$ cat src/logic/pic_map.svh
// Constants for the priority interrupt controller
`ifndef PIC_MAP_SVH
`define PIC_MAP_SVH
`define PIC_NUM_SRC     28
`define PIC_NUM_VEC     10
`define PIC_VEC_BASE    20'h00003
`define PIC_VEC_STEP    20'h00008
`define PIC_VEC_SHARED  4'h3
`endif

$ cat src/logic/pic_pkg.sv
// Types for the priority interrupt controller
`default_nettype none
package pic_pkg;
   // Priority level, ordered so numeric compare ranks them
   typedef enum logic [1:0] {
      PIC_LVL_NONE,
      PIC_LVL_LOW,
      PIC_LVL_HIGH,
      PIC_LVL_TOP
   } pic_level_t;
   // Standby mode the core is in
   typedef enum logic [1:0] {
      PIC_RUN,
      PIC_HALT,
      PIC_HOLD,
      PIC_XHOLD
   } pic_standby_t;
   // Vector grant toward the core
   typedef struct packed {
      logic       valid;
      logic [3:0] index;
      logic [19:0] addr;
      pic_level_t level;
   } pic_grant_t;
endpackage
`default_nettype wire

$ cat src/logic/pic_sync.sv
// Two-flop synchroniser bank for pin inputs
`default_nettype none
module pic_sync #(
   parameter int WIDTH = 6
) (
   input  wire logic             ref_clk_i,
   input  wire logic             sys_rst_i,
   input  wire logic [WIDTH-1:0] async_i,
   output var  logic [WIDTH-1:0] sync_o
);
   logic [WIDTH-1:0] stage1;
   // First stage feeds only the second
   always_ff @(posedge ref_clk_i) begin
      if (sys_rst_i) begin
         stage1 <= '0;
         sync_o <= '0;
      end else begin
         stage1 <= async_i;
         sync_o <= stage1;
      end
   end
endmodule
`default_nettype wire

$ cat src/logic/pic_top.sv
// Priority interrupt controller with nesting and standby wake logic
`default_nettype none
`include "pic_map.svh"
// Contract
// RQ1: Three levels low, high, highest; preemption only by a strictly higher level.
// RQ2: Requests at or below the in-service level are refused.
// RQ3: Simultaneous pending vectors: highest level granted first.
// RQ4: Equal level: smallest vector address wins.
// RQ5: Highest outranks high, high outranks low everywhere.
// RQ6: 28 sources OR onto 10 vectors.
// RQ7: Vector 0001BH shares pins d and f, both base timers, calendar.
// RQ8: Per-vector list of source flags that caused the branch.
// RQ9: Halt ends on reset pin, watchdog reset, or accepted interrupt.
// RQ10: Hold ends on reset, watchdog, pins a-f, port zero, SPI byte.
// RQ11: Crystal hold adds base timer and calendar wake.
// RQ12: Sources stay pending until granted and cleared; one vector at a time.
module pic_top
   import pic_pkg::*;
#(
   parameter int NSRC = `PIC_NUM_SRC,
   parameter int NVEC = `PIC_NUM_VEC
) (
   // Clock and reset
   input  wire logic                  ref_clk_i,
   input  wire logic                  sys_rst_i,
   // Source requests, pulse or level, same clock
   input  wire logic [NSRC-1:0]       src_req_i,
   // Software flag clear, one bit per source
   input  wire logic [NSRC-1:0]       src_clr_i,
   // Per-vector level: 1 selects the upper level of the vector
   input  wire logic [NVEC-1:0]       vec_hi_sel_i,
   // External pins a to f, asynchronous, active at specified level high
   input  wire logic [5:0]            ext_irq_pin_i,
   // Core handshake
   input  wire logic                  core_ack_i,
   input  wire logic                  core_ret_i,
   input  wire pic_standby_t          standby_i,
   input  wire logic                  reset_pin_n_i,
   input  wire logic                  wdt_reset_i,
   // Outputs to the core
   output var  pic_grant_t            grant_o,
   output var  pic_level_t            service_level_o,
   output var  logic [NSRC-1:0]       vector_source_flag_list_o,
   output var  logic                  wake_o,
   output var  logic [5:0]            ext_irq_pin_sync_o
);
   // Source index layout; pins a-f are 0..5
   localparam int S_A = 0, S_B = 1, S_C = 2, S_D = 3, S_E = 4, S_F = 5;
   localparam int S_T0L = 6, S_BT0 = 7, S_BT1 = 8, S_RTC = 9, S_T0H = 10;
   localparam int S_SPI = 23, S_PORT0 = 24;

   logic [5:0]       pin_sync;
   logic [NSRC-1:0]  pend;
   logic [NVEC-1:0]  vec_req;
   pic_level_t       lvl_stack [3];
   logic [1:0]       depth;
   logic             ack_q;
   logic [NSRC-1:0]  next_pend;
   pic_level_t       cur_lvl;
   logic             cand_v;
   logic [3:0]       cand_idx;
   pic_level_t       cand_lvl;
   logic             rst_pin_low;

   pic_sync #(.WIDTH(6)) u_sync (
      .ref_clk_i (ref_clk_i),
      .sys_rst_i (sys_rst_i),
      .async_i   (ext_irq_pin_i),
      .sync_o    (pin_sync)
   );

   // Reset pin synchronised inverted, so the flop reset value reads as released
   pic_sync #(.WIDTH(1)) u_rst_sync (
      .ref_clk_i (ref_clk_i),
      .sys_rst_i (sys_rst_i),
      .async_i   (~reset_pin_n_i),
      .sync_o    (rst_pin_low)
   );

   // Vector to source mask
   function automatic logic [NSRC-1:0] vec_mask(input logic [3:0] v);
      logic [NSRC-1:0] m;
      m = '0;
      case (v)
         4'h0: m[S_A] = 1'b1;
         4'h1: m[S_B] = 1'b1;
         4'h2: begin
            m[S_C]   = 1'b1;
            m[S_E]   = 1'b1;
            m[S_T0L] = 1'b1;
         end
         4'h3: begin // RQ7
            m[S_D]   = 1'b1;
            m[S_F]   = 1'b1;
            m[S_BT0] = 1'b1;
            m[S_BT1] = 1'b1;
            m[S_RTC] = 1'b1;
         end
         4'h4: m[S_T0H] = 1'b1;
         4'h5: m[12:11] = 2'h3;
         4'h6: m[15:13] = 3'h7;
         4'h7: m[18:16] = 3'h7;
         4'h8: m[23:19] = 5'h1f;
         default: m[27:24] = 4'hf;
      endcase
      return m;
   endfunction

   // Level of a vector from its select bit
   function automatic pic_level_t vec_level(input logic [3:0] v, input logic hi);
      if (!hi) begin
         return PIC_LVL_LOW;
      end else if (v < 4'h2) begin
         return PIC_LVL_TOP;
      end else begin
         return PIC_LVL_HIGH;
      end
   endfunction

   // Pins folded into the source requests
   logic [NSRC-1:0] raw_req;
   always_comb begin
      raw_req = src_req_i;
      raw_req[5:0] = src_req_i[5:0] | pin_sync;
   end

   // Shared vectors are the OR of their sources
   always_comb begin
      for (int v = 0; v < NVEC; v++) begin
         vec_req[v] = |(pend & vec_mask(4'(v))); // RQ6
      end
   end

   assign cur_lvl = (depth == 2'd0) ? PIC_LVL_NONE : lvl_stack[depth - 2'd1];

   // Arbiter: level first, then lowest vector
   always_comb begin
      cand_v   = 1'b0;
      cand_idx = 4'h0;
      cand_lvl = PIC_LVL_NONE;
      for (int v = 0; v < NVEC; v++) begin
         if (vec_req[v] && vec_level(4'(v), vec_hi_sel_i[v]) > cand_lvl) begin // RQ3 RQ4 RQ5
            cand_v   = 1'b1;
            cand_idx = 4'(v);
            cand_lvl = vec_level(4'(v), vec_hi_sel_i[v]);
         end
      end
      if (cand_lvl <= cur_lvl) begin // RQ1 RQ2
         cand_v = 1'b0;
      end
   end

   // Pending flags; set wins over clear
   always_comb begin
      next_pend = (pend & ~src_clr_i) | raw_req; // RQ12
   end
   always_ff @(posedge ref_clk_i) begin
      if (sys_rst_i) begin
         pend <= '0;
      end else begin
         pend <= next_pend;
      end
   end

   // Grant register, one vector at a time
   always_ff @(posedge ref_clk_i) begin
      if (sys_rst_i) begin
         grant_o <= '0;
      end else if (grant_o.valid && core_ack_i) begin
         grant_o <= '0;
      end else if (!grant_o.valid || cand_lvl > grant_o.level) begin
         grant_o.valid <= cand_v; // RQ12
         grant_o.index <= cand_idx;
         grant_o.addr  <= `PIC_VEC_BASE + 20'(cand_idx) * `PIC_VEC_STEP;
         grant_o.level <= cand_v ? cand_lvl : PIC_LVL_NONE;
      end
   end

   // Nesting stack of in-service levels
   always_ff @(posedge ref_clk_i) begin
      if (sys_rst_i) begin
         depth <= 2'd0;
         for (int i = 0; i < 3; i++) begin
            lvl_stack[i] <= PIC_LVL_NONE;
         end
      end else if (grant_o.valid && core_ack_i && depth < 2'd3) begin
         lvl_stack[depth] <= grant_o.level; // RQ1
         depth <= depth + 2'd1;
      end else if (core_ret_i && depth != 2'd0) begin
         depth <= depth - 2'd1;
      end
   end

   always_ff @(posedge ref_clk_i) begin
      if (sys_rst_i) begin
         service_level_o <= PIC_LVL_NONE;
      end else begin
         service_level_o <= cur_lvl;
      end
   end

   // Source flag list latched at vector acceptance
   always_ff @(posedge ref_clk_i) begin
      if (sys_rst_i) begin
         vector_source_flag_list_o <= '0;
      end else if (grant_o.valid && core_ack_i) begin
         vector_source_flag_list_o <= pend & vec_mask(grant_o.index); // RQ8
      end
   end

   // Standby wake conditions
   logic hold_wake;
   logic xhold_wake;
   logic wake_c;
   assign hold_wake  = (|pin_sync) | pend[S_PORT0] | pend[S_SPI]; // RQ10
   assign xhold_wake = hold_wake | pend[S_BT0] | pend[S_BT1] | pend[S_RTC]; // RQ11
   always_comb begin
      wake_c = rst_pin_low || wdt_reset_i;
      case (standby_i)
         PIC_HALT:  wake_c = wake_c || cand_v; // RQ9
         PIC_HOLD:  wake_c = wake_c || hold_wake;
         PIC_XHOLD: wake_c = wake_c || xhold_wake;
         default:   wake_c = 1'b0;
      endcase
   end
   always_ff @(posedge ref_clk_i) begin
      if (sys_rst_i) begin
         wake_o <= 1'b0;
         ext_irq_pin_sync_o <= '0;
         ack_q <= 1'b0;
      end else begin
         wake_o <= wake_c;
         ext_irq_pin_sync_o <= pin_sync;
         ack_q <= grant_o.valid && core_ack_i;
      end
   end

   // Grant only above the level in service
   grant_above_a: assert property (@(posedge ref_clk_i) disable iff (sys_rst_i) // RQ2
      $rose(grant_o.valid) |-> grant_o.level > service_level_o || depth == 2'd0)
      else $error("grant not above service level");
   // Vector address derived from index
   vec_addr_a: assert property (@(posedge ref_clk_i) disable iff (sys_rst_i) // RQ6
      grant_o.valid |-> grant_o.addr == `PIC_VEC_BASE + 20'(grant_o.index) * `PIC_VEC_STEP)
      else $error("vector address mismatch");
   // Pending sticks until cleared
   pend_hold_a: assert property (@(posedge ref_clk_i) disable iff (sys_rst_i) // RQ12
      pend[S_A] && !src_clr_i[S_A] |=> pend[S_A])
      else $error("pending flag lost");
   // Acceptance raises nesting depth
   nest_push_a: assert property (@(posedge ref_clk_i) disable iff (sys_rst_i) // RQ1
      grant_o.valid && core_ack_i && depth < 2'd3 && !core_ret_i
      |=> depth == $past(depth) + 2'd1)
      else $error("depth did not grow");
   // Halt wakes one cycle after a candidate
   halt_wake_a: assert property (@(posedge ref_clk_i) disable iff (sys_rst_i) // RQ9
      standby_i == PIC_HALT && cand_v |=> wake_o)
      else $error("halt not woken");
   // Hold wakes on port zero
   hold_wake_a: assert property (@(posedge ref_clk_i) disable iff (sys_rst_i) // RQ10
      standby_i == PIC_HOLD && pend[S_PORT0] |=> wake_o)
      else $error("hold not woken");
   // Crystal hold wakes on calendar
   xhold_wake_a: assert property (@(posedge ref_clk_i) disable iff (sys_rst_i) // RQ11
      standby_i == PIC_XHOLD && pend[S_RTC] |=> wake_o)
      else $error("crystal hold not woken");
   // Flag list only holds sources of the granted vector
   flag_list_a: assert property (@(posedge ref_clk_i) disable iff (sys_rst_i) // RQ8
      ack_q |-> (vector_source_flag_list_o & ~vec_mask($past(grant_o.index))) == '0)
      else $error("flag list outside vector");
   // Top vector 0 beats higher vector of lower level
   level_order_a: assert property (@(posedge ref_clk_i) disable iff (sys_rst_i) // RQ3 RQ5
      cand_v && vec_req[0] && vec_hi_sel_i[0] |-> cand_idx == 4'h0)
      else $error("highest level not chosen");
   // At low level, lowest requesting vector wins
   low_addr_a: assert property (@(posedge ref_clk_i) disable iff (sys_rst_i) // RQ4
      cand_v && cand_lvl == PIC_LVL_LOW
      |-> (vec_req & ((10'h1 << cand_idx) - 10'h1)) == '0)
      else $error("lower vector skipped");
endmodule
`default_nettype wire

$ cat config.mk
export PLATFORM = sky130hd
export DESIGN_NAME = pic_top
export DESIGN_NICKNAME = d
export VERILOG_FILES = /design/src/logic/pic_pkg.sv /design/src/logic/pic_sync.sv /design/src/logic/pic_top.sv
export VERILOG_INCLUDE_DIRS = /design/src /design/src/logic
export SDC_FILE = /design/constraint.sdc
export NUM_CORES = 1
export LEC_CHECK = 0
export ABC_CLOCK_PERIOD_IN_PS = 9000
export BUFFER_PORTS_ARGS = -buffer_cell sky130_fd_sc_hd__buf_2
export CORE_MARGIN = 2
export CORE_UTILIZATION = 46
export CTS_BUF_LIST = sky130_fd_sc_hd__clkbuf_16
export CTS_CLUSTER_SIZE = 14
export DETAILED_ROUTE_END_ITERATION = 8
export PLACE_DENSITY_LB_ADDON = 0.12
export RECOVER_POWER = 25
export REMOVE_ABC_BUFFERS = 1
export SYNTH_ARGS = -nofsm -noshare
export SYNTH_HDL_FRONTEND = slang
export SYNTH_SLANG_ARGS = --single-unit
$ cat constraint.sdc
create_clock -name ref_clk_i -period 9 [get_ports ref_clk_i]
set_clock_uncertainty 0.05 [all_clocks]
set_input_delay 0 -clock ref_clk_i [delete_from_list [all_inputs] [get_ports ref_clk_i]]
set_output_delay 0 -clock ref_clk_i [all_outputs]
set_load 0.05 [all_outputs]
==> key figures, run 1 <==
Run status
  • Status: finished, violations left
  • Violated checks: max-capacitance violations, max-slew violations, negative setup slack

Routing
  • Routed WL: 13260 um
  • Metal1 wirelength: 5483 um
  • Wirelength per Cell: 16.02 um
  • Via density: 5.339
  • Met2 wire length: 6333 um
  • Drt first pass iters: 6
  • Drc violations: 0
  • DR vias: 4421
  • WL met3: 961 um
  • Post-route ant nets: 0
  • DR top layer: met4
  • Starting DRT DRC Count: 162

Die
  • I/O Pins: 144
  • Die Area: 10210 um^2
  • CORE AREA: 9196 um^2
  • Initial Util: 47.09%
  • Die height: 101.0 um
  • Rows: 35
  • Die X-Extent: 101.0 um

Hold path
  • Worst min-delay path startpoint: core_ack_i
  • Hold/Removal Path Class: in -> reg
  • Hold worst-path end: grant_o[22]$_SDFFE_PP0P_
  • Hold path depth: 5

Clock tree
  • Root buf cell: clkbuf_16
  • TritonCTS Sinks: 97
  • H-tree Lvls: 3
  • CTS clk-pin slew, worst paths: 70 ps
  • Num CTS Buffers: 9
  • Clock Path Buffers: 2
  • Worst skew pair latency: 340 ps
  • TritonCTS clock tree: done

Synthesis
  • Post-Syn Area: 4330 um^2
  • Top FF cell, synth: dfxtp_1
  • Seq/Total Area, Yosys: 46.69%
  • Post-synthesis cell type count: 56
  • Mapped Cells: 467
  • Yosys reg bits: 97
  • Syn_area_per_cell: 9.273 um^2
  • Post-synth EDFFs: 8
  • Async SR Flop Fraction: 0%
  • Yosys warns: 0

Power and ir drop
  • Leakage: 0.003111 uW
  • Power per standard cell area: 238.8 nW/um^2
  • Worst ir drop on vdd: 0.1277 mV

Placed design
  • Placer Congestion: 0.8396
  • Port Buf Inserts: 129
  • Post-DP HPWL: 7805 um
  • Placed cell areas: 5156 um^2
  • Pre-CTS setup slack: -841.7 ps

Timing
  • Period utilisation layout: 104.0%
  • Rel. slew slack: -92.55%
  • Fin. Hold Viols: 0
  • Slew Viols, Final: 64
  • Maximum clock rate: 0.1069 GHz
  • Final setup viols: 9
  • RSZ-0062 raised after global routing: true
  • Least-Margin Pin Slew: 2888 ps
  • Fin crit period: 9358 ps
  • Setup WS post-layout: -358.3 ps

Finish
  • Nets: 811
  • Area delta synth->final: 56.14%
  • Most common cell after layout, fill and taps aside: buf_2
  • Share of layout cells above drive strength 1: 35.98%
  • Filler instances: 652
  • Post-route cell area: 6761 um^2
  • Multi-input gate area in the final layout: 2456 um^2
  • FF/Latch Area: 2026 um^2
  • Most frequent cells in the layout: buf_2, dfxtp_1, dlygate4sd3_1
  • Antenna diodes: 0

Worst setup path
  • CP max stage delay: 410 ps
  • Worst setup SP type: flop
  • R2r endpoint: grant_o[22]$_SDFFE_PP0P_
  • Crit path top cell by count: ha_4
  • R2R cell count: 54
  • Worst path top cell family by delay: compound AO/OA/AOI/OAI gates
  • R2r setup slk: -360 ps
  • CP Capture Type: flop
  • Worst Path Buf+Inv: 6
  • Worst EP required: 9170 ps
  • Slowest-stage cell, CP: or3_4
  • Critical Path AT: 9530 ps
  • CP Max Fanout: 5
  • Worst reg2reg path startpoint: pend[0]$_SDFF_PP0_
  • Crit path depth: 54
  • CP Class: reg -> reg

GRT
  • Gr usage total: 24.27%
  • Total gr overflow: 0
  • First-pass GRT wire length: 19590 um
  • Initial antenna violation count: 0
  • Vias in the first global route: 4249
  • Largest net degree at the start of global routing: 64

Job
  • Number of max-cap violations: 1
[what timing repair did]
action	in CTS	in global routing
buffers inserted	16	14
endpoints found under the setup margin	9	9
cloned	0	0
pin swaps	17	39
hold buffers	68	0
gates resized for setup	41	58
hold endpoints to repair	37	0
[layer usage]
metal / track usage, % / vias to the layer above
met4: 9.563 / 0
met2: 41.74 / 202
met3: 4.369 / 53
li1: - / 2115
met1: 30.11 / 2051
met5: 0 / -
[synthesized netlist by cell type, drive strengths merged (4+ instances only)]
cell     n  area, um^2
dfxtp   89        1782
nor2    52       195.2
a21oi   47       242.7
inv     32       120.1
nand2   26       97.59
nor2b   25       156.4
a22o    24       210.2
buf     22       153.9
o21ai   20       100.1
ha      19       237.7
nor3    12       65.06
nand2b  11       68.82
and3     9       56.30
edfxtp   8       240.2
clkbuf   6       22.52
nor4     5       31.28
a21o     4       30.03
a31oi    4       25.02
a32o     4       40.04
and2     4       27.53
nor4b    4       50.05
or3      4       30.03
[layout make-up]
| cell class | count | share of cell area (%) |
|---|---|---|
| multi-input cells | 325 | 36.33 |
| flip-flops and latches | 97 | 29.96 |
| repair buffers | 247 | 25.13 |
| clock buffers | 9 | 3.331 |
| well taps | 111 | 2.054 |
| inverters | 32 | 1.813 |
| clock inverters | 7 | 1.388 |
[worst max path at each step]
stage / end / startpoint / slack, ps
floorplan: grant_o[23]$_SDFFE_PP0P_ / pend[0]$_SDFF_PP0_ / -160
global placement: grant_o[23]$_SDFFE_PP0P_ / pend[0]$_SDFF_PP0_ / -250
detailed placement: grant_o[23]$_SDFFE_PP0P_ / pend[0]$_SDFF_PP0_ / -840
CTS: grant_o[0]$_SDFFE_PP0P_ / pend[0]$_SDFF_PP0_ / 7
global route: grant_o[22]$_SDFFE_PP0P_ / pend[0]$_SDFF_PP0_ / -770
finish: grant_o[22]$_SDFFE_PP0P_ / pend[0]$_SDFF_PP0_ / -360
[power by group]
group          leakage (uW)  internal, uW  switching [uW]
combinational       0.00214           299             380
clock              0.000157           244             168
sequential         0.000815           475            49.7
total               0.00311          1020             597
[flip-flops by register name, summed over array words and instances, names as in the netlist, 2 cells and up]
| register | flops |
|---|---|
| lvl_stack | 8 |
| depth | 2 |
| pend | 28 |
| service_level_o | 2 |
| ext_irq_pin_sync_o | 6 |
| grant_o | 8 |
| vector_source_flag_list_o | 28 |
| u_sync.stage1 | 6 |
| u_sync.sync_o | 6 |
[metrics by stage]
| stage | instances | TNS, ps | hold slack [ps] | utilization [%] | power, uW |
|---|---|---|---|---|---|
| global route | 828 | -6223 | 213.8 | 73.52 | 1688 |
| floorplan | 454 | -557.9 | 16.69 | - | 833.2 |
| finish | 828 | -2539 | 193.7 | 73.52 | 1615 |
| detailed placement | 715 | -6839 | 114.9 | 56.07 | 981.2 |
| global placement | 715 | -1715 | 114.2 | 56.07 | 970.7 |
| CTS | 815 | 0 | 143.5 | 70.12 | 1492 |
[kinds of logic (layout without fill, tap and decap cells)]
group	after synthesis	in the layout	synth area share, %
other	1	16	0.08660
AOI/OAI and AO/OA	124	124	19.76
adders and majority gates	19	19	5.490
muxes	2	2	1.040
and+or+nand+nor	163	163	19.88
xor gates and xnor gates	1	1	0.2023
buffers and inverters	60	295	6.848
DFF	97	97	46.69
[worst min-delay path: cells and delay by family]
family / cells / cell delay (ps)
buffers and inverters: 2 / 330
AOI/OAI and AO/OA: 3 / 220
No activity file was read; power rests on OpenSTA's default activity.
==> inputs of run 2 (changes only) <==
--- a/config.mk
+++ b/config.mk
@@ -6,6 +6,7 @@
 export SDC_FILE = /design/constraint.sdc
 export NUM_CORES = 1
 export LEC_CHECK = 0
+export ABC_AREA = 0
 export ABC_CLOCK_PERIOD_IN_PS = 9000
 export BUFFER_PORTS_ARGS = -buffer_cell sky130_fd_sc_hd__buf_2
 export CORE_MARGIN = 2
@@ -14,8 +15,9 @@
 export CTS_CLUSTER_SIZE = 14
 export DETAILED_ROUTE_END_ITERATION = 8
 export PLACE_DENSITY_LB_ADDON = 0.12
-export RECOVER_POWER = 25
+export RECOVER_POWER = 50
 export REMOVE_ABC_BUFFERS = 1
+export SKIP_CTS_REPAIR_TIMING = 1
 export SYNTH_ARGS = -nofsm -noshare
 export SYNTH_HDL_FRONTEND = slang
 export SYNTH_SLANG_ARGS = --single-unit
==> key figures, run 2 (synthesized netlist as in run 1, its figures left out) <==
Worst setup path
  • CP Class: reg -> reg
  • Slowest-stage cell, CP: or3_4
  • R2r endpoint: grant_o[26]$_SDFFE_PP0P_
  • Critical Path End: grant_o[26]$_SDFFE_PP0P_
  • Worst setup SP type: flop
  • Worst reg2reg path startpoint: pend[0]$_SDFF_PP0_
  • Worst EP required: 9220 ps
  • CP Capture Type: flop
  • CP Max Fanout: 4
  • Crit path top cell by count: nand2_2
  • CP max stage delay: 410 ps
  • Critical Path AT: 9530 ps
  • Worst Setup SP: pend[0]$_SDFF_PP0_
  • R2R cell count: 51
  • R2r setup slk: -310 ps

GRT
  • Vias in the first global route: 3506
  • First-pass GRT wire length: 16550 um
  • Initial antenna violation count: 0
  • Largest net degree at the start of global routing: 64
  • Gr usage total: 20.57%
  • Total gr overflow: 0

Finish
  • Most common cell after layout, fill and taps aside: buf_2
  • Antenna diodes: 0
  • Most frequent cells in the layout: buf_2, dfxtp_1, dlygate4sd3_1
  • Fin cells: 815
  • Finished Core Util: 71.84%
  • Nets: 798
  • Biggest regs: pend x28, vector_source_flag_list_o x28
  • Area delta synth->final: 52.56%
  • Share of layout cells above drive strength 1: 36.22%
  • Post-route cell area: 6606 um^2

Timing
  • Final setup viols: 9
  • Period utilisation layout: 103.5%
  • Fin crit period: 9312 ps
  • Slew Viols, Final: 0
  • Maximum clock rate: 0.1074 GHz
  • Setup WS post-layout: -312.1 ps
  • Hold slack: -87.98 ps
  • Rel. slew slack: 20.35%
  • Fin. Hold Viols: 2
  • RSZ-0062 raised after global routing: true
  • Least-Margin Pin Slew: 1178 ps

Placed design
  • Pre-CTS setup slack: -841.7 ps
  • Port Buf Inserts: 129
  • Cells after DPL: 715
  • Post-DP HPWL: 7805 um
  • Placed cell areas: 5156 um^2
  • Placer Congestion: 0.8396

Run status
  • Status: finished, violations left
  • Violated checks: negative hold slack, negative setup slack

Hold path
  • Hold/Removal Path Class: in -> reg

Power and ir drop
  • Sequential fraction of design power: 33.5%
  • P_sw: 567.6 uW
  • Combinational Power Share: 40.1%
  • Switching portion of total power: 36.45%
  • Power per standard cell area: 235.7 nW/um^2
  • Leakage: 0.003101 uW
  • Worst ir drop on vdd: 0.1266 mV
  • Total power after layout: 1557 uW
  • Cell Int Power: 989.7 uW
  • Clock power frac: 26.4%

Clock tree
  • CTS clk-pin slew, worst paths: 60 ps
  • Root buf cell: clkbuf_16
  • Clock Path Buffers: 2
  • Worst skew pair latency: 350 ps
  • TritonCTS Sinks: 97
  • TritonCTS clock tree: done
  • Num CTS Buffers: 9
  • H-tree Lvls: 3

Die
  • Initial Util: 47.09%
  • Rows: 35
  • CORE AREA: 9196 um^2
  • Die height: 101.0 um
  • I/O Pins: 144
  • Die X-Extent: 101.0 um
  • Die Area: 10210 um^2

Routing
  • Post-route ant nets: 0
  • Routed WL: 12570 um
  • Wirelength per Cell: 15.42 um
  • Drt first pass iters: 6
  • Drc violations: 0
  • DR vias: 4292
  • Starting DRT DRC Count: 148
  • Via density: 5.266

Job
  • Number of max-cap violations: 0
[run 2: how the worst min path moves through the flow]
stage,from,end,slack [ps],depth (start not counted)
after floorplan,reset_pin_n_i,u_rst_sync.stage1$_SDFF_PP0_,20,1
after global placement,reset_pin_n_i,u_rst_sync.stage1$_SDFF_PP0_,110,2
after detailed placement,reset_pin_n_i,u_rst_sync.stage1$_SDFF_PP0_,110,2
after CTS,reset_pin_n_i,u_rst_sync.stage1$_SDFF_PP0_,-240,2
after global routing,src_clr_i[11],pend[11]$_SDFF_PP0_,1,4
final,src_clr_i[11],pend[11]$_SDFF_PP0_,-90,4
[run 2: cell type report]
type                            count  area [um^2]
Fill cell                         675         2590
Multi-Input combinational cell    325         2399
Sequential cell                    97         2027
Timing Repair Buffer              234         1603
Clock buffer                        9        225.2
Tap cell                          111        138.9
Inverter                           32        120.1
Clock inverter                      7        93.84
[run 2: power groups by stage]
stage          combinational (uW)  sequential, uW  clock [uW]
2_1_floorplan                 224             609           0
3_3_place_gp                  442             528           0
3_5_place_dp                  451             530           0
4_1_cts                       453             520         416
5_1_grt                       669             529         431
6_report                      624             522         411
[run 2: critical path, delay by kind of cell, from the launching register on]
family / cells / cell delay (ps)
AOI/OAI and AO/OA: 19 / 3490
and+or+nand+nor: 17 / 2350
adders and majority gates: 9 / 2260
buffers and inverters: 6 / 690
DFF: 1 / 370
[run 2: stage by stage]
step / hold WS, ps / setup TNS (ps)
floorplan: 16.69 / -557.9
global route: 0.9880 / -5381
detailed placement: 114.9 / -6839
CTS: -237.6 / -7124
global placement: 114.2 / -1715
finish: -87.98 / -2413
[run 2: metal layers]
layer  GRT usage [%]  wire (um)
met3           4.716        929
met4           6.757        286
met2           32.87       5987
met5               0          0
met1           27.58       5361
